**src/core/dsr_pkg.sv**
```systemverilog
`default_nettype none
package dsr_pkg;
  // ----------------------------------------------------------------
  // Register map
  // ----------------------------------------------------------------
  localparam logic [7:0] DSR_STATUS_OFS = 8'h14; // Status word
  localparam logic [7:0] DSR_MASK_OFS   = 8'h1C; // Interrupt enables
  localparam logic [7:0] DSR_CTRL_OFS   = 8'h18; // Start/stop control
  // ----------------------------------------------------------------
  // Field positions
  // ----------------------------------------------------------------
  localparam int DSR_TX_LSB  = 20; // Transmit state field
  localparam int DSR_RX_LSB  = 17; // Receive state field
  localparam int DSR_NIS_BIT = 16; // Normal summary
  localparam int DSR_TI_BIT  = 0;  // Transmit done
  localparam int DSR_TU_BIT  = 2;  // Transmit descriptor unavailable
  localparam int DSR_RI_BIT  = 6;  // Receive done
  localparam int DSR_CTL_TX  = 0;  // Control: transmit start
  localparam int DSR_CTL_RX  = 1;  // Control: receive start
  localparam logic [31:0] DSR_ZERO = 32'h0000_0000; // Reset value
  // ----------------------------------------------------------------
  // Process state codes
  // ----------------------------------------------------------------
  localparam logic [2:0] TX_STOP  = 3'h0;
  localparam logic [2:0] TX_FETCH = 3'h1;
  localparam logic [2:0] TX_WAIT  = 3'h2;
  localparam logic [2:0] TX_READ  = 3'h3;
  localparam logic [2:0] TX_SUSP  = 3'h6;
  localparam logic [2:0] TX_CLOSE = 3'h7;
  localparam logic [2:0] RX_STOP  = 3'h0;
  localparam logic [2:0] RX_FETCH = 3'h1;
  localparam logic [2:0] RX_CHECK = 3'h2;
  localparam logic [2:0] RX_WAITP = 3'h3;
  localparam logic [2:0] RX_SUSP  = 3'h4;
  localparam logic [2:0] RX_CLOSE = 3'h5;
  localparam logic [2:0] RX_FLUSH = 3'h6;
  localparam logic [2:0] RX_QUEUE = 3'h7;
  // Engine events; encodings are internal
  typedef enum {DSR_IDLE, DSR_TXRUN, DSR_RXRUN} dsr_dummy_e;
endpackage
`default_nettype wire

```
**src/core/dsr_skid_buffer.sv**
```systemverilog
`default_nettype none
// Two-entry buffer for status words headed to the host side
module dsr_skid_buffer #(
  parameter int WIDTH = 32
) (
  input  wire logic             ref_clk,
  input  wire logic             rst_n,
  input  wire logic [WIDTH-1:0] inData,
  input  wire logic             inValid,
  output logic                  inReady,
  output logic [WIDTH-1:0]      outData,
  output logic                  outValid,
  input  wire logic             outReady
);
  // ----------------------------------------------------------------
  // Storage
  // ----------------------------------------------------------------
  logic [WIDTH-1:0] mem_reg [2];      // Two slots
  logic [WIDTH-1:0] mem_next [2];
  logic             wp_reg, wp_next;  // Write slot
  logic             rp_reg, rp_next;  // Read slot
  logic [1:0]       cnt_reg, cnt_next; // Occupancy
  logic [WIDTH-1:0] head_reg, head_next;   // Registered copy of the read slot
  logic             valid_reg, valid_next; // Registered not-empty flag

  // outData and outValid come from flops so the far side never sees a slot mux settle
  assign inReady  = (cnt_reg != 2'h2);
  assign outValid = valid_reg;
  assign outData  = head_reg;

  // Next-state for pointers and slots
  always_comb
  begin
    logic push;
    logic pop;
    push = inValid && inReady;
    pop  = outValid && outReady;
    mem_next = mem_reg;
    wp_next  = wp_reg;
    rp_next  = rp_reg;
    cnt_next = cnt_reg;
    if (push)
    begin
      mem_next[wp_reg] = inData;
      wp_next = ~wp_reg;
    end
    if (pop)
      rp_next = ~rp_reg;
    if (push && !pop)
      cnt_next = cnt_reg + 2'h1;
    else if (pop && !push)
      cnt_next = cnt_reg - 2'h1;
    // Word that the read slot will hold after this edge
    head_next  = mem_next[rp_next];
    valid_next = (cnt_next != 2'h0);
  end

  // Registers only
  always_ff @(posedge ref_clk)
  begin
    if (!rst_n)
    begin
      mem_reg[0] <= '0;
      mem_reg[1] <= '0;
      wp_reg     <= 1'b0;
      rp_reg     <= 1'b0;
      cnt_reg    <= 2'h0;
      head_reg   <= '0;
      valid_reg  <= 1'b0;
    end
    else
    begin
      mem_reg   <= mem_next;
      wp_reg    <= wp_next;
      rp_reg    <= rp_next;
      cnt_reg   <= cnt_next;
      head_reg  <= head_next;
      valid_reg <= valid_next;
    end
  end
endmodule // dsr_skid_buffer
`default_nettype wire

```
**src/core/dsr_status.sv**
```systemverilog
// Chosen here: strobed register access.
`default_nettype none
// Status reporting of the descriptor DMA: encoded process states,
// sticky event flags, and the normal interrupt summary.
// The engines themselves live elsewhere; this block only follows
// their event pulses and shows the result to software.
// Every event input is a one-cycle pulse and is heeded only in the
// state that expects it, so a stray pulse cannot skip a state.
// Limitation: one event per engine is taken in a cycle; the engines
// never raise two at once.
// The status word is also streamed to a host-side mirror through a
// two-entry buffer, so a stalled mirror never blocks the engines.
// Trade-off: the mirror may miss an intermediate word under stall,
// but the last word it receives carries the live states and flags; a summary-only change is not posted.
// Clearing a start bit stops its process on the next edge, whatever
// the engine is doing; software must let a frame finish first.
module dsr_status (
  input  wire logic        ref_clk,     // 10 MHz system clock
  input  wire logic        rst_n,       // Synchronous, active low
  // Register port
  input  wire logic [7:0]  regAddr,
  input  wire logic [31:0] regWdata,
  input  wire logic        regWr,
  input  wire logic        regRd,
  output logic [31:0]      regRdata,
  // Transmit engine events
  input  wire logic        txDescFetched, // Descriptor owned by DMA
  input  wire logic        txDescHost,    // Descriptor owned by host
  input  wire logic        txDataDone,    // Buffer copied to FIFO
  input  wire logic        txFrameDone,   // End of transmission
  input  wire logic        txClosed,      // Descriptor written back
  input  wire logic        txPollDemand,  // Poll write from host
  // Receive engine events
  input  wire logic        rxDescFetched,
  input  wire logic        rxDescHost,
  input  wire logic        rxFrameStart,  // Packet arriving
  input  wire logic        rxNoBuffer,    // Buffer lacking
  input  wire logic        rxFrameEnd,    // Frame in host memory
  input  wire logic        rxFlushDone,
  input  wire logic        rxClosed,
  input  wire logic        rxPollDemand,
  // Status word stream to the host-side mirror
  output logic [31:0]      statData,
  output logic             statValid,
  input  wire logic        statReady,
  // Engine control and interrupt
  output logic             txRunOut,
  output logic             rxRunOut,
  output logic             hostIrq
);
  // ----------------------------------------------------------------
  // Process state machines
  // ----------------------------------------------------------------
  // Enum codes are internal; the status word carries the encoded form
  typedef enum {TS_STOP, TS_FETCH, TS_READ, TS_WAIT, TS_CLOSE, TS_SUSP} dsr_tx_e;
  typedef enum {RS_STOP, RS_FETCH, RS_WAITP, RS_QUEUE, RS_FLUSH, RS_CHECK,
                RS_CLOSE, RS_SUSP} dsr_rx_e;

  dsr_tx_e     txSt_reg, txSt_next;     // Transmit process
  dsr_rx_e     rxSt_reg, rxSt_next;     // Receive process
  logic [1:0]  ctrl_reg, ctrl_next;     // Start bits
  logic [2:0]  mask_reg, mask_next;     // Enables for TI, TU, RI
  logic [2:0]  flags_reg, flags_next;   // Sticky TI, TU, RI
  logic        nis_reg, nis_next;       // Summary
  logic [31:0] rdata_reg, rdata_next;   // Read data
  logic        irq_reg, irq_next;
  logic        pushPend_reg, pushPend_next; // Status changed, not yet queued
  logic [31:0] statWord;
  logic        bufReady;

  // Write strobe aimed at one register; shared by every write decode
  // Strobe and address come in as arguments so the function stays pure
  function automatic logic dsr_wr_hit(input logic       wr,
                                      input logic [7:0] addr,
                                      input logic [7:0] ofs);
    dsr_wr_hit = wr && (addr == ofs);
  endfunction

  // Encode transmit state; reserved 100/101 unreachable
  function automatic logic [2:0] dsr_tx_code(input dsr_tx_e s);
    case (s)
      TS_FETCH: dsr_tx_code = dsr_pkg::TX_FETCH;
      TS_WAIT:  dsr_tx_code = dsr_pkg::TX_WAIT;
      TS_READ:  dsr_tx_code = dsr_pkg::TX_READ;
      TS_CLOSE: dsr_tx_code = dsr_pkg::TX_CLOSE;
      TS_SUSP:  dsr_tx_code = dsr_pkg::TX_SUSP;
      default:  dsr_tx_code = dsr_pkg::TX_STOP;
    endcase
  endfunction

  // Encode receive state
  // Every receive code is in use; none is reserved
  function automatic logic [2:0] dsr_rx_code(input dsr_rx_e s);
    case (s)
      RS_FETCH: dsr_rx_code = dsr_pkg::RX_FETCH;
      RS_CHECK: dsr_rx_code = dsr_pkg::RX_CHECK;
      RS_WAITP: dsr_rx_code = dsr_pkg::RX_WAITP;
      RS_SUSP:  dsr_rx_code = dsr_pkg::RX_SUSP;
      RS_QUEUE: dsr_rx_code = dsr_pkg::RX_QUEUE;
      RS_CLOSE: dsr_rx_code = dsr_pkg::RX_CLOSE;
      RS_FLUSH: dsr_rx_code = dsr_pkg::RX_FLUSH;
      default:  dsr_rx_code = dsr_pkg::RX_STOP;
    endcase
  endfunction

  // ----------------------------------------------------------------
  // Status word
  // ----------------------------------------------------------------
  // Assemble the status word; upper bits stay zero
  // Summary and flags sit at fixed positions below the two fields
  always_comb
  begin
    statWord = dsr_pkg::DSR_ZERO;
    statWord[dsr_pkg::DSR_TX_LSB +: 3] = dsr_tx_code(txSt_reg);
    statWord[dsr_pkg::DSR_RX_LSB +: 3] = dsr_rx_code(rxSt_reg);
    statWord[dsr_pkg::DSR_NIS_BIT]     = nis_reg;
    statWord[dsr_pkg::DSR_TI_BIT]      = flags_reg[0];
    statWord[dsr_pkg::DSR_TU_BIT]      = flags_reg[1];
    statWord[dsr_pkg::DSR_RI_BIT]      = flags_reg[2];
  end

  // ----------------------------------------------------------------
  // Transmit process
  // ----------------------------------------------------------------
  // Next transmit state; a cleared start bit wins over any event
  // Suspension is left only by a poll, never by a new descriptor alone
  always_comb
  begin
    txSt_next = txSt_reg;
    if (!ctrl_reg[dsr_pkg::DSR_CTL_TX])
      txSt_next = TS_STOP;
    else
      case (txSt_reg)
        TS_STOP:  txSt_next = TS_FETCH;
        TS_FETCH:
          if (txDescHost)
            txSt_next = TS_SUSP;
          else if (txDescFetched)
            txSt_next = TS_READ;
        TS_READ:  if (txDataDone)  txSt_next = TS_WAIT;
        TS_WAIT:  if (txFrameDone) txSt_next = TS_CLOSE;
        TS_CLOSE: if (txClosed)    txSt_next = TS_FETCH;
        TS_SUSP:  if (txPollDemand) txSt_next = TS_FETCH;
        default:  txSt_next = TS_STOP;
      endcase
  end

  // ----------------------------------------------------------------
  // Receive process
  // ----------------------------------------------------------------
  // Next receive state; a cleared start bit wins over any event
  // A lacking buffer flushes the frame, then waits for the next one
  always_comb
  begin
    rxSt_next = rxSt_reg;
    if (!ctrl_reg[dsr_pkg::DSR_CTL_RX])
      rxSt_next = RS_STOP;
    else
      case (rxSt_reg)
        RS_STOP:  rxSt_next = RS_FETCH;
        RS_FETCH:
          if (rxDescHost)
            rxSt_next = RS_SUSP;
          else if (rxDescFetched)
            rxSt_next = RS_WAITP;
        RS_WAITP: if (rxFrameStart) rxSt_next = RS_QUEUE;
        RS_QUEUE:
          if (rxNoBuffer)
            rxSt_next = RS_FLUSH;
          else if (rxFrameEnd)
            rxSt_next = RS_CLOSE;
        RS_FLUSH: if (rxFlushDone) rxSt_next = RS_WAITP;
        RS_CLOSE: if (rxClosed)    rxSt_next = RS_CHECK;
        RS_CHECK: rxSt_next = RS_FETCH;
        // Suspended wakes on poll or a new incoming frame
        RS_SUSP:  if (rxPollDemand || rxFrameStart) rxSt_next = RS_FETCH;
        default:  rxSt_next = RS_STOP;
      endcase
  end

  // ----------------------------------------------------------------
  // Flags, summary and register port
  // ----------------------------------------------------------------
  // Next values of flags, summary, mask, control and read data
  always_comb
  begin
    logic [2:0] setEv;
    logic [2:0] clrEv;
    logic       stWr;
    stWr  = dsr_wr_hit(regWr, regAddr, dsr_pkg::DSR_STATUS_OFS);
    // TI and TU are set on the transmit close and suspend steps, RI on receive close
    setEv[0] = (txSt_reg == TS_CLOSE) && txClosed;
    setEv[1] = (txSt_reg == TS_FETCH) && txDescHost;
    setEv[2] = (rxSt_reg == RS_CLOSE) && rxClosed;
    // Write one to clear; a zero bit leaves its flag alone
    clrEv = stWr ? {regWdata[dsr_pkg::DSR_RI_BIT], regWdata[dsr_pkg::DSR_TU_BIT],
                    regWdata[dsr_pkg::DSR_TI_BIT]} : 3'h0;
    // Set beats a same-cycle write-one clear
    flags_next = (flags_reg & ~clrEv) | setEv;
    nis_next   = |(flags_next & mask_reg);
    if (stWr && regWdata[dsr_pkg::DSR_NIS_BIT] && !(|(setEv & mask_reg)))
      nis_next = 1'b0;
    irq_next   = nis_next;
    // Mask and control take the whole written field
    mask_next  = mask_reg;
    ctrl_next  = ctrl_reg;
    if (dsr_wr_hit(regWr, regAddr, dsr_pkg::DSR_MASK_OFS))
      mask_next = {regWdata[dsr_pkg::DSR_RI_BIT], regWdata[dsr_pkg::DSR_TU_BIT],
                   regWdata[dsr_pkg::DSR_TI_BIT]};
    if (dsr_wr_hit(regWr, regAddr, dsr_pkg::DSR_CTRL_OFS))
      ctrl_next = regWdata[1:0];
    rdata_next = dsr_pkg::DSR_ZERO;                                // Unmapped reads 0
    // Read data is zero outside the cycle after a read strobe
    if (regRd)
      case (regAddr)
        dsr_pkg::DSR_STATUS_OFS: rdata_next = statWord;
        dsr_pkg::DSR_MASK_OFS:   rdata_next = {25'h0, mask_reg[2], 3'h0,
                                               mask_reg[1], 1'b0, mask_reg[0]};
        dsr_pkg::DSR_CTRL_OFS:   rdata_next = {30'h0, ctrl_reg};
        default:                 rdata_next = dsr_pkg::DSR_ZERO;
      endcase
    // Post a snapshot whenever a state or flag changes; stall keeps it pending
    // A change met by a full buffer is retried with the live word
    pushPend_next = (pushPend_reg && !bufReady) ||
                    (txSt_next != txSt_reg) || (rxSt_next != rxSt_reg) ||
                    (flags_next != flags_reg);
  end

  // ----------------------------------------------------------------
  // Status stream
  // ----------------------------------------------------------------
  // Status snapshot buffer; snapshot may lag by several changes when stalled
  // Its stream outputs are registered inside, so the stream leaves from flops
  dsr_skid_buffer #(.WIDTH(32)) uBuf (
    .ref_clk  (ref_clk),
    .rst_n    (rst_n),
    .inData   (statWord),
    .inValid  (pushPend_reg),
    .inReady  (bufReady),
    .outData  (statData),
    .outValid (statValid),
    .outReady (statReady)
  );

  // ----------------------------------------------------------------
  // State registers
  // ----------------------------------------------------------------
  // Transmit process state; reads the stop code after reset
  always_ff @(posedge ref_clk)
  begin
    if (!rst_n)
    begin
      txSt_reg <= TS_STOP;
    end
    else
    begin
      txSt_reg <= txSt_next;
    end
  end

  // Receive process state; reads the stop code after reset
  always_ff @(posedge ref_clk)
  begin
    if (!rst_n)
    begin
      rxSt_reg <= RS_STOP;
    end
    else
    begin
      rxSt_reg <= rxSt_next;
    end
  end

  // Flags, summary, register port and run outputs
  always_ff @(posedge ref_clk)
  begin
    if (!rst_n)
    begin
      ctrl_reg     <= 2'h0;
      mask_reg     <= 3'h0;
      flags_reg    <= 3'h0;
      nis_reg      <= 1'b0;
      rdata_reg    <= dsr_pkg::DSR_ZERO;
      irq_reg      <= 1'b0;
      pushPend_reg <= 1'b0;
      txRunOut     <= 1'b0;
      rxRunOut     <= 1'b0;
    end
    else
    begin
      ctrl_reg     <= ctrl_next;
      mask_reg     <= mask_next;
      flags_reg    <= flags_next;
      nis_reg      <= nis_next;
      rdata_reg    <= rdata_next;
      irq_reg      <= irq_next;
      pushPend_reg <= pushPend_next;
      txRunOut     <= ctrl_next[dsr_pkg::DSR_CTL_TX];
      rxRunOut     <= ctrl_next[dsr_pkg::DSR_CTL_RX];
    end
  end

  // Outputs straight from their registers
  assign regRdata = rdata_reg;
  assign hostIrq  = irq_reg;
endmodule // dsr_status
`default_nettype wire

```
**config.mk**
```make
export PLATFORM = sky130hd
export DESIGN_NAME = dsr_status
export DESIGN_NICKNAME = d
export VERILOG_FILES = /design/src/core/dsr_pkg.sv /design/src/core/dsr_skid_buffer.sv /design/src/core/dsr_status.sv
export SDC_FILE = /design/constraint.sdc
export NUM_CORES = 1
export LEC_CHECK = 0
export BUFFER_PORTS_ARGS = -buffer_cell sky130_fd_sc_hd__buf_4
export CAP_MARGIN = 20
export CORE_MARGIN = 3
export CORE_UTILIZATION = 40
export CTS_CLUSTER_SIZE = 10
export DETAILED_ROUTE_END_ITERATION = 10
export PLACE_DENSITY = 0.62
export RECOVER_POWER = 100
export SLEW_MARGIN = 40
export SYNTH_ARGS = -nofsm -noshare
export SYNTH_HDL_FRONTEND = slang
export SYNTH_SLANG_ARGS = --single-unit
```
**constraint.sdc**
```tcl
create_clock -name ref_clk -period 2.5 [get_ports ref_clk]
set_input_delay 0.375 -clock ref_clk [delete_from_list [all_inputs] [get_ports ref_clk]]
set_output_delay 0.375 -clock ref_clk [all_outputs]
set_load 0.005 [all_outputs]
```
# Word level (Yosys, flattened, before mapping)
# Index checks and enable logic that the tools add are counted.
[totals]
out_inout_bits = 68
elab_cells = 117
ff_bits = 209
[op_classes]
n_eq_ne = 22
n_addsub = 2
n_bitwise = 10
order_cmp = 3
reduce_logical = 30
mux = 33
[ops]
columns = ["op", "n"]
rows = [
  ["$mux 32", 20],
  ["$pmux 32 s7", 1],
  ["$eq 32x3->1 const B", 6],
  ["$pmux 32 s6", 1],
  ["$eq 32x2->1 const B", 5],
  ["$pmux 23 s3", 1],
  ["$bwmux 64", 1],
  ["$eq 32x1->1 const B", 2],
  ["$eq 32x4->1 const B", 2],
  ["$logic_not 32->1", 2],
  ["$mux 64", 1],
  ["$ne 32x32->1", 2],
  ["$demux 32 s1", 1],
  ["$eq 8x5->1 const B", 3],
  ["$pmux 3 s7", 1],
  ["$pmux 3 s5", 1],
  ["$logic_and 1x1->1", 14],
  ["$and 3x3->3", 3],
  ["$mux 2", 3],
  ["$reduce_or 3->1", 2],
  ["$ge 2x2->1 const B", 2],
  ["$logic_not 1->1", 4],
  ["$logic_or 1x1->1", 4],
  ["$not 1->2", 2],
  ["other kinds (13)", 16],
]

# Logic depth before layout (Yosys ltp)
# Gate-level depths: netlist of run 1.
[depth]
depth_word = 10
depth_mapped = 9
depth_no_buf = 7

# Modules after synthesis
# From an unflattened synthesis of run 1, not the netlist that was laid out.
[unflattened]
cells_unflattened = 609
area_unflattened_um2 = 6642.6
[by_module_without_submodules]
columns = ["module", "cells_per_inst", "seq_area_each_um2", "area_per_inst_um2", "instances"]
rows = [
  ["dsr_skid_buffer", 309, 2021.9, 3609.7, 1],
  ["dsr_status", 300, 1701.6, 3032.9, 1],
]

# Worst setup path after synthesis of run 1
# Ideal clock, no wire load.
[synth_path]
path_kind = "reg-to-reg"
from = "reg rxSt_reg[5]"
to = "reg pushPend_reg"
t_arrival_ps = 2425
path_slack_ps = -63
n_path_buf = 0
synth_period_minus_slack_ps = 2563
setup_time_ps = 138
stages_incl_launch_ff = 7
cell_sequence = "dfxtp_1 or4_4 or4_4 or2_4 or4_1 a211oi_1 a41oi_1"
[synth_between]
elab_chain_len = 7
elab_cells_between_ends = 26
classes_between = "eq/ne: 10; mux: 10; bitwise: 1; reduce/logical: 5"
[synth_lines]
columns = ["item", "line", "source"]
rows = [
  ["from (decl)", "dsr_status.sv:60", "dsr_rx_e rxSt_reg, rxSt_next;"],
  ["from (signal assigned)", "dsr_status.sv:270", "rxSt_reg <= rxSt_next;"],
  ["$eq 32x3->1, or another cell as far along", "dsr_status.sv:159", "case (rxSt_reg)"],
  ["$reduce_or 2->1 (no line), or another cell as far along", "--", ""],
  ["$pmux 32 s7", "dsr_status.sv:159", ""],
  ["$mux 32", "dsr_status.sv:156", "if (!ctrl_reg[dsr_pkg::DSR_CTL_RX])"],
  ["$ne 32x32->1", "dsr_status.sv:225", "(txSt_next != txSt_reg) || (rxSt_next != rxSt_reg) ||"],
  ["$logic_or 1x1->1", "dsr_status.sv:225", ""],
  ["$logic_or 1x1->1 *", "dsr_status.sv:225", ""],
  ["to (signal assigned)", "dsr_status.sv:297", "pushPend_reg <= pushPend_next;"],
  ["to (decl)", "dsr_status.sv:67", "logic pushPend_reg, pushPend_next;"],
]
# Mark *: on every way between the ends. The rest lies on a longest branch, timed or not.
# A chain may end at the register's enable or synchronous reset.

# Worst setup path in the final report of run 1
[layout_path]
from = "reg rxSt_reg[13]"
to = "reg pushPend_reg"
# The elaborated chain is that of the path after synthesis.

==> metrics.cfg, run 1 <==
[placement]
port_buffers=78
pre_cts_ws_ns=-0.0519
dp.cells=974
dpl_cell_area_mm2=0.00746
gp_congestion=0.891
place_hpwl_um=9710

[yosys]
ys_top_cells_by_area=dfxtp_1 (58%), and3_1 (4.4%), nand2_1 (3.4%)
synth_top_cells_by_count=dfxtp_1 (186), nand2_1 (59), nor2_1 (47)
synth_edf_count=0
synth_cell_types=62
yosysTopAreaCellShare_pct=57.9
netlist_instances=641
seq_area_frac_synth_pct=57.9
avgSynthCellArea_um2=10.0
synthesis.area_mm2=0.00643
async_flop_share_pct=0
synth.most_common_cell=dfxtp_1
synth-main-ff-cell=dfxtp_1
yosysTopAreaCell=dfxtp_1
ys.warnings.count=0
ys_seq_elements=186

[cells_and_area]
largest_reg_flops=64
fin_area_mm2=0.00799
diodes=0
area_growth_pct=24.3
stdcell_count=1006
nets=842
layout-drive-gt1-share_pct=20.0

[drt]
wire_per_inst_um=13.8
drc=0
met1_length_um=6270
highest_layer=met4
dr_wl_met2_um=6540
wl_um=13900
firstDrtPassIters=4
drt_iter0_drc=345
num_vias=4883
wl_met3_um=873
postRouteAntennaNets=0
vias_per_cell=4.85

[floorplan]
rows=45
core_area_mm2=0.0155
io_pins=127
die_area_mm2=0.0176
die_width_um=133
fp.dieH_um=133
start_util_pct=41.5

[sta]
post-route-period-util_pct=102
hold_viol_final=0
skew_ns=0.00779
hold_slack_ns=0.216
setup_ws_ns=-0.0383
tightest_slew_ns=1.03
min_period_ns=2.54
drv_slew=0
slew_headroom_pct=30.9
fmax_mhz=394
finalSetupViolations=1
rsz0062_at_grt=yes

[clocking]
numCtsBuffers=17
cts_setup_buffers=0
clock_sinks=186
clkSlewWorstSetupHoldPaths_ns=0.07
htree_levels=4
tritoncts=built
clock_latency_ns=0.43
ctsLongestPathBuffers=2
cts_root_buf=clkbuf_16

[pwr]
worst_ir_drop_vdd_v=0.000428
switching_share_pct=27.5
comb_power_share_pct=14.3
power_density_mw_per_mm2=827
p_sw_uw=1820
power_frac_seq_pct=47.8
intPower_uw=4800
p_leak_uw=0.00340
power_uw=6610
clockPowerShare_pct=38.0

[global_routing]
antenna_found_initial=0
grt_remaining_overflow=0
grt_start_max_net_pins=41
grt_pass1_vias=4779
grt_pass1_wl_um=22800
grt_use_total_pct=16.0

[critical_path]
worstSetupPathType=reg -> reg
cp_max_fo=5
required_ns=2.77
r2r_slack_ns=-0.04
crit_arrival_ns=2.81
critPathLaunch=rxSt_reg[13]$_SDFF_PN0_
r2r_start=rxSt_reg[13]$_SDFF_PN0_
endpoint_kind=flip-flop
start_kind=flip-flop

[run_status]
violations=negative setup slack
status=finished with violations

[job]
cap_violations=0

[hold_path]
hp-class=in -> reg
hp-start=regWdata[1]

[worst max-delay path, cell delays in order (launching register included)]
cell,delay [ns]
dfxtp_1,0.29
or4_1,0.51
or4_4,0.53
or2_4,0.26
or4_4,0.51
a211oi_2,0.16
a41oi_1,0.12
[cells in the final DEF, fill, tap and decap left out, types with 3 or more instances in the layout]
cell type	netlist	layout
a21o_1	3	3
or4_4	2	3
inv_1	12	12
o21a_1	7	7
nand4_1	5	5
or4_1	7	6
buf_4	21	45
clkbuf_1	34	9
o21ai_0	14	13
nand2b_1	4	4
o211ai_1	3	3
a31oi_1	4	4
nand2_1	59	59
dfxtp_1	186	186
nor2b_1	9	9
o31ai_1	3	3
and3_1	45	45
nor2_1	47	47
mux2i_1	6	6
o2bb2ai_1	3	3
a211oi_1	4	3
xnor2_1	5	5
mux2_2	19	19
and4_1	3	3
a2bb2oi_1	5	5
a21oi_1	30	30
conb_1	1	79
clkbuf_16	0	17
a22oi_1	6	6
inv_6	0	5
nor4_1	18	17
clkbuf_4	0	45
nor3_1	15	15
nand3_1	14	14
a21boi_0	3	3
[metrics by stage]
stage	utilization (%)	setup TNS, ns
2_1_floorplan	-	0
3_3_place_gp	48.2	-0.0371
3_5_place_dp	48.2	-0.105
4_1_cts	51.8	-0.100
5_1_grt	51.6	-2.23
6_report	51.6	-0.0383
[cells by family after synthesis]
| logic type | count (synthesis) | synth area share [%] |
|---|---|---|
| and+or+nand+nor | 247 | 20.3 |
| adders and majority gates | 1 | 0.195 |
| AOI/OAI and AO/OA | 106 | 11.2 |
| DFF | 186 | 57.9 |
| buffers and inverters | 69 | 5.25 |
| other | 1 | 0.0583 |
| muxes | 25 | 4.26 |
| xor gates and xnor gates | 6 | 0.817 |
[power groups by stage]
stage,Sequential [uW],Clock [uW],Combinational (uW)
detailed placement,3230,0,954
global route,3170,2690,1050
global placement,3230,0,937
CTS,3160,2580,960
finish,3160,2510,943
floorplan,3220,0,602
[layer usage]
layer  up-vias  track usage (%)
met4         0             6.00
li1       2452                -
met5         -                0
met2       140             25.7
met3        22             4.71
met1      2269             20.4
[repair_timing]
action / in CTS / in global routing
endpoints found under the setup margin: 3 / 6
hold buffers: 0 / 0
pin swaps: 2 / 0
gates resized for setup: 0 / 4
endpoints found under the hold margin: 0 / 0
[area by class of cell]
| cell class | instances | area [um^2] |
|---|---|---|
| clock inverters | 14 | 133 |
| flip-flops and latches | 186 | 3720 |
| well taps | 211 | 264 |
| repair buffers | 100 | 716 |
| fillers | 1450 | 7490 |
| multi-input cells | 464 | 2680 |
| clock buffers | 18 | 429 |
| inverters | 13 | 48.8 |
[path summary, 6_finish.rpt]
kind                                  to  cells after the start
max              pushPend_reg$_SDFF_PN0_                      6
min                rxRunOut$_SDFFE_PN0P_                      3
max reg2reg      pushPend_reg$_SDFF_PN0_                      6
min reg2reg  uBuf.outData[26]$_SDFF_PN0_                      2
Note: power is estimated with default switching activity, not from simulation.
==> run 2, diff against run 1 <==
- SYNTH_HIERARCHICAL: default -> 1
==> run 2 against run 1 <==
  * The flow now finishes without violations
  * Die area rose by 3.2%
  * Critical path depth rose by 1
  * Total power rose by 3.4%
  * Combinational power fell by 5.5%
  * Non-clock buffer count fell by 15
  * Core utilization fell by 0.24 points
  * Synthesized cell count fell by 5.0%
  * Fmax rose by 7.2%
  * Final area rose by 3.2%
  * Routed wire length fell by 6.7%
  * Worst setup slack improved by 0.17 ns
  * Highest routed layer unchanged
==> metrics.cfg, run 2 <==
[yosys]
synth_cell_types=64  ; was 62
async_flop_share_pct=0  ; unchanged
synth_edf_count=0  ; unchanged
synthesis.area_mm2=0.00664  ; was 0.00643 mm^2
synth-main-ff-cell=dfxtp_1  ; unchanged
avgSynthCellArea_um2=10.9  ; was 10.0 um^2
synth_top_cells_by_count=dfxtp_1 (186), mux2i_1 (71), nor2b_1 (68)  ; was dfxtp_1 (186), nand2_1 (59), nor2_1 (47)
synth.most_common_cell=dfxtp_1  ; unchanged
seq_area_frac_synth_pct=56.1  ; was 57.9%
netlist_instances=609  ; was 641
ys_seq_elements=186  ; unchanged
ys_top_cells_by_area=dfxtp_1 (56%), mux2i_1 (11%), nor2b_1 (6.4%)  ; was dfxtp_1 (58%), and3_1 (4.4%), nand2_1 (3.4%)
yosysTopAreaCell=dfxtp_1  ; unchanged
ys.warnings.count=6  ; was 0
yosysTopAreaCellShare_pct=56.1  ; was 57.9%

[global_routing]
grt_start_max_net_pins=45  ; was 41
grt_remaining_overflow=0  ; unchanged
antenna_found_initial=0  ; unchanged
grt_use_total_pct=14.9  ; was 16.0%
grt_pass1_vias=4500  ; was 4779
grt_pass1_wl_um=21500  ; was 22800 um

[critical_path]
worstSetupPathType=in -> reg  ; was reg -> reg
max_stage_delay_ns=0.65  ; was 0.53 ns
start_kind=primary input  ; was flip-flop
crit_chain=buf_4 > or4b_2 > nor3_1 > and4b_4 > nand2_2 > a2111oi_0 > a311oi_1  ; was or4_1 > or4_4 > or2_4 > or4_4 > a211oi_2 > a41oi_1
endpoint_kind=flip-flop  ; unchanged
slowest_stage=or4b_2  ; was or4_4
required_ns=2.79  ; was 2.77 ns
crit_arrival_ns=2.66  ; was 2.81 ns
cp_max_fo=7  ; was 5

[drt]
dr_wl_met2_um=6280  ; was 6540 um
met1_length_um=5890  ; was 6270 um
wl_met3_um=620  ; was 873 um
drc=0  ; unchanged
postRouteAntennaNets=0  ; unchanged
num_vias=4618  ; was 4883
wire_per_inst_um=12.8  ; was 13.8 um
vias_per_cell=4.56  ; was 4.85
highest_layer=met4  ; unchanged
wl_um=13000  ; was 13900 um
firstDrtPassIters=4  ; unchanged
drt_iter0_drc=191  ; was 345

[sta]
rsz0062_at_grt=no  ; was yes
fmax_mhz=422  ; was 394 MHz
finalSetupViolations=0  ; was 1
post-route-period-util_pct=94.7  ; was 102%
min_period_ns=2.37  ; was 2.54 ns
drv_slew=0  ; unchanged
slew_headroom_pct=23.0  ; was 30.9%
setup_ws_ns=0.132  ; was -0.0383 ns
tightest_slew_ns=1.15  ; was 1.03 ns
skew_ns=0.00885  ; was 0.00779 ns
hold_viol_final=0  ; unchanged
fin_tns_setup_ns=0  ; was -0.0383 ns

[cells_and_area]
final_cell_mix=dfxtp_1 (186), conb_1 (123), mux2i_1 (71)  ; was dfxtp_1 (186), conb_1 (79), nand2_1 (59)
layout_commonest_cell=dfxtp_1  ; unchanged
area_growth_pct=24.2  ; was 24.3%
diodes=0  ; unchanged
nets=844  ; was 842
largest_reg_flops=64  ; unchanged
fin_util_pct=51.4  ; was 51.6%
layout-drive-gt1-share_pct=16.1  ; was 20.0%
fillCellCount=1465  ; was 1450

[placement]
pre_cts_ws_ns=0.260  ; was -0.0519 ns
place_hpwl_um=9100  ; was 9710 um
gp_congestion=0.886  ; was 0.891
port_buffers=78  ; unchanged

[clocking]
htree_levels=4  ; unchanged
ctsLongestPathBuffers=2  ; unchanged
tritoncts=built  ; unchanged
numCtsBuffers=17  ; unchanged
clkSlewWorstSetupHoldPaths_ns=0.07  ; about the same
cts_root_buf=clkbuf_16  ; unchanged
cts_setup_buffers=0  ; unchanged
cts_resized=0  ; unchanged
clock_latency_ns=0.42  ; was 0.43 ns
clock_sinks=186  ; unchanged
cts_hold_buf=0  ; unchanged

[floorplan]
io_pins=127  ; unchanged
rows=46  ; was 45
die_width_um=135  ; was 133 um
fp.dieH_um=135  ; was 133 um
die_area_mm2=0.0182  ; was 0.0176 mm^2
start_util_pct=41.4  ; was 41.5%
core_area_mm2=0.0161  ; was 0.0155 mm^2

[pwr]
switching_share_pct=25.4  ; was 27.5%
power_uw=6840  ; was 6610 uW
power_density_mw_per_mm2=828  ; was 827 mW/mm^2
p_sw_uw=1740  ; was 1820 uW
worst_ir_drop_vdd_v=0.000482  ; was 0.000428 V
p_leak_uw=0.00362  ; was 0.00340 uW
intPower_uw=5100  ; was 4800 uW
clockPowerShare_pct=39.4  ; was 38.0%
comb_power_share_pct=13.0  ; was 14.3%
power_frac_seq_pct=47.5  ; was 47.8%

[run_status]
status=completed  ; was finished with violations

[hold_path]
hp-class=in -> reg  ; unchanged

[job]
cap_violations=0  ; unchanged

run 2: changes by cell type in the layout (fill, tap and decap cells not counted), sizes merged, moves of 7 or more:
cell and change:
mux2i +65, conb +44, buf -7, nand2b +8, nor2 -17, clkbuf -9
and3 -40, a21oi -18, nand2 -42, or4 -9, o22ai +34, nor2b +60
nand3 -8, mux2 -17
run 2: through the flow:
step | hold WS (ns) | cells | instance area (um^2)
floorplan | 0.451 | 731 | 7100
global placement | 0.470 | 981 | 7710
detailed placement | 0.477 | 981 | 7710
CTS | 0.189 | 1013 | 8310
global route | 0.218 | 1013 | 8250
finish | 0.202 | 1013 | 8250
run 2: final timing paths:
check | slack (ns) | depth (start not counted) | end | start
max | 0.13 | 7 | hostIrq$_SDFF_PP0_ | regAddr[5]
min | 0.20 | 3 | rxRunOut$_SDFFE_PN0P_ | regWdata[1]
max reg2reg | 0.24 | 6 | uBuf/outData[9]$_SDFF_PN0_ | uBuf/cnt_reg[0]$_SDFF_PN0_
min reg2reg | 0.52 | 2 | uBuf/mem_reg[59]$_SDFF_PN0_ | uBuf/mem_reg[59]$_SDFF_PN0_
run 2: critical path: cells and delay by family:
family,cells,cell delay (ns)
simple gates,4,1.68
buf+inv,1,0.11
compound gates,2,0.49
run 2: power by group through the flow:
| stage | Clock, uW | Combinational [uW] | Sequential [uW] |
|---|---|---|---|
| detailed placement | 0 | 914 | 3320 |
| CTS | 2770 | 916 | 3260 |
| floorplan | 0 | 659 | 3310 |
| finish | 2700 | 891 | 3250 |
| global placement | 0 | 897 | 3310 |
| global route | 2900 | 985 | 3270 |
run 2: kinds of logic after synthesis:
group / synth area share [%]
compound gates: 8.48
xor+xnor: 0.396
fa+ha+maj: 0.188
buf+inv: 5.95
flops: 56.1
mux: 11.0
other cells: 0.0565
simple gates: 17.8
run 2: per-layer routing:
| layer | global-route usage [%] | vias to the layer above |
|---|---|---|
| li1 | - | 2342 |
| met1 | 18.2 | 2169 |
| met2 | 25.0 | 93 |
| met3 | 4.06 | 14 |
| met4 | 5.66 | 0 |
| met5 | 0 | - |
run 2: area by class of cell:
class                   count  area, um^2  area share [%]
clock buffers              17         425            5.16
clock inverters            15         175            2.12
inverters                  15        56.3           0.682
multi-input cells         479        2940            35.6
flip-flops and latches    186        3720            45.1
well taps                 216         270            3.28
repair buffers             85         661            8.01
==> run 3, diff against run 2 <==
- PLACE_DENSITY: 0.62 -> 0.6
- clock period: 2.5 -> 2.43 ns (I/O delays scaled with it)
==> run 3 against run 2 <==
  * Global-route usage rose by 0.45 points
  * Highest routed layer unchanged
  * Die area did not move
  * Core utilization fell by 0.12 points
  * Routed wire length rose by 2.7%
  * Flip-flop and latch count did not move
  * Final area fell by 0.23%
  * Count of clock-buffer cells in the layout rose by 4
  * Final cell count rose by 0.49%
  * Critical path type is now reg -> reg
  * Non-clock buffer count rose by 6
  * Register-to-register slack got worse by 0.03 ns
==> metrics.cfg, run 3 (same netlist as run 2, synthesis figures left out) <==
[clocking]
clock_latency_ns=0.42  ; about the same
clock_sinks=186  ; unchanged
cts_setup_buffers=0  ; unchanged
ctsLongestPathBuffers=2  ; unchanged
tritoncts=built  ; unchanged
cts_hold_buf=0  ; unchanged
cts_resized=0  ; unchanged
cts_root_buf=clkbuf_16  ; unchanged
clkSlewWorstSetupHoldPaths_ns=0.06  ; was 0.07 ns
numCtsBuffers=17  ; unchanged
htree_levels=4  ; unchanged

[placement]
gp_congestion=0.869  ; was 0.886
port_buffers=78  ; unchanged
place_hpwl_um=9450  ; was 9100 um

[critical_path]
r2r_end=uBuf/outData[0]$_SDFF_PN0_  ; was uBuf/outData[9]$_SDFF_PN0_
endpoint_kind=flip-flop  ; unchanged
r2r_start=uBuf/cnt_reg[0]$_SDFF_PN0_  ; unchanged
cp_max_fo=12  ; was 7
worstSetupPathType=reg -> reg  ; was in -> reg
required_ns=2.72  ; was 2.79 ns
start_kind=flip-flop  ; was primary input
r2r_cells=7  ; was 6
crit_arrival_ns=2.51  ; was 2.66 ns
r2r_slack_ns=0.21  ; was 0.24 ns

[floorplan]
start_util_pct=41.4  ; unchanged
die_width_um=135  ; unchanged
core_area_mm2=0.0161  ; unchanged
die_area_mm2=0.0182  ; unchanged
rows=46  ; unchanged
fp.dieH_um=135  ; unchanged
io_pins=127  ; unchanged

[hold_path]
hp-class=in -> reg  ; unchanged
hold_end=rxRunOut$_SDFFE_PN0P_  ; unchanged
hold_depth=3  ; unchanged
hp-start=regWdata[1]  ; unchanged

[drt]
num_vias=4603  ; was 4618
firstDrtPassIters=4  ; unchanged
drc=0  ; unchanged
drt_iter0_drc=220  ; was 191
postRouteAntennaNets=0  ; unchanged
vias_per_cell=4.52  ; was 4.56
wire_per_inst_um=13.1  ; was 12.8 um
wl_um=13300  ; was 13000 um

[sta]
finalSetupViolations=0  ; unchanged
fmax_mhz=451
fin_tns_setup_ns=0  ; unchanged
drv_slew=0  ; unchanged
skew_ns=0.00427  ; was 0.00885 ns
tightest_slew_ns=0.640  ; was 1.15 ns
hold_slack_ns=0.179  ; was 0.202 ns
slew_headroom_pct=57.3  ; was 23.0%
hold_viol_final=0  ; unchanged
post-route-period-util_pct=91.3
rsz0062_at_grt=no  ; unchanged
min_period_ns=2.22

[global_routing]
antenna_found_initial=0  ; unchanged
grt_pass1_vias=4664  ; was 4500
grt_start_max_net_pins=42  ; was 45
grt_pass1_wl_um=22100  ; was 21500 um
grt_use_total_pct=15.3  ; was 14.9%
grt_remaining_overflow=0  ; unchanged

[cells_and_area]
layout-drive-gt1-share_pct=16.1  ; about the same
fin_util_pct=51.3  ; was 51.4%
diodes=0  ; unchanged
layout_commonest_cell=dfxtp_1  ; unchanged
area_growth_pct=23.9  ; was 24.2%
nets=850  ; was 844
final_cell_mix=dfxtp_1 (186), conb_1 (123), mux2i_1 (71)  ; unchanged
largest_reg_flops=64  ; unchanged
fillCellCount=1479  ; was 1465

[run_status]
status=completed  ; unchanged

[pwr]
power_uw=6950  ; was 6840 uW
worst_ir_drop_vdd_v=0.000518  ; was 0.000482 V
p_leak_uw=0.00362  ; about the same
power_density_mw_per_mm2=845  ; was 828 mW/mm^2

[job]
cap_violations=0  ; unchanged

-- run 3: power by group --
| group | total (uW) | leakage (uW) | internal [uW] | switching [uW] |
|---|---|---|---|---|
| clock network | 2720 | 0.000289 | 1590 | 1120 |
| logic | 890 | 0.00180 | 400 | 490 |
| registers | 3350 | 0.00153 | 3270 | 79.1 |
| total | 6950 | 0.00362 | 5260 | 1690 |
-- run 3: metal layers --
metal,track usage (%),vias to the layer above,routed length [um],part of all wire (%)
li1,-,2342,-,-
met3,4.14,17,529,4.0
met4,5.54,0,205,1.5
met2,26.8,99,6710,50
met1,18.0,2145,5880,44
met5,0,-,0,0
-- run 3: area by class of cell --
| cell class | count | area, um^2 | area share (%) |
|---|---|---|---|
| Sequential cell | 186 | 3720 | 45.2 |
| Multi-Input combinational cell | 479 | 2940 | 35.7 |
| Timing Repair Buffer | 91 | 654 | 7.95 |
| Clock buffer | 21 | 470 | 5.71 |
| Tap cell | 216 | 270 | 3.28 |
| Clock inverter | 10 | 118 | 1.43 |
| Inverter | 15 | 56.3 | 0.684 |
-- run 3: worst max-delay path by stage --
stage	startpoint	endpoint	slack [ns]	cells past startpoint
6_report	uBuf/cnt_reg[0]$_SDFF_PN0_	uBuf/outData[0]$_SDFF_PN0_	0.21	7
5_1_grt	uBuf/cnt_reg[0]$_SDFF_PN0_	uBuf/outData[4]$_SDFF_PN0_	0.04	7
4_1_cts	txSt_reg[19]$_SDFF_PN0_	uBuf/outData[20]$_SDFF_PN0_	0.27	6
3_5_place_dp	txSt_reg[19]$_SDFF_PN0_	uBuf/outData[20]$_SDFF_PN0_	0.30	6
3_3_place_gp	regAddr[5]	regRdata[19]$_SDFF_PN0_	0.33	7
2_1_floorplan	regAddr[5]	hostIrq$_SDFF_PP0_	0.52	6
-- run 3: per-stage QoR --
stage                     setup slack (ns)  instances  area, um^2
final                                0.211       1018        8230
after global placement               0.331        987        7730
after CTS                            0.273       1018        8320
after global routing                0.0395       1018        8230
after detailed placement             0.298        987        7730
after floorplan                      0.521        731        7100
-- run 3: critical path: stages (launching register included) --
cell,delay (ns)
dfxtp_1,0.38
inv_1,0.06
ha_1,0.21
nand2b_1,0.27
nor2_8,0.30
clkbuf_2,0.45
mux2i_1,0.29
o22ai_1,0.12
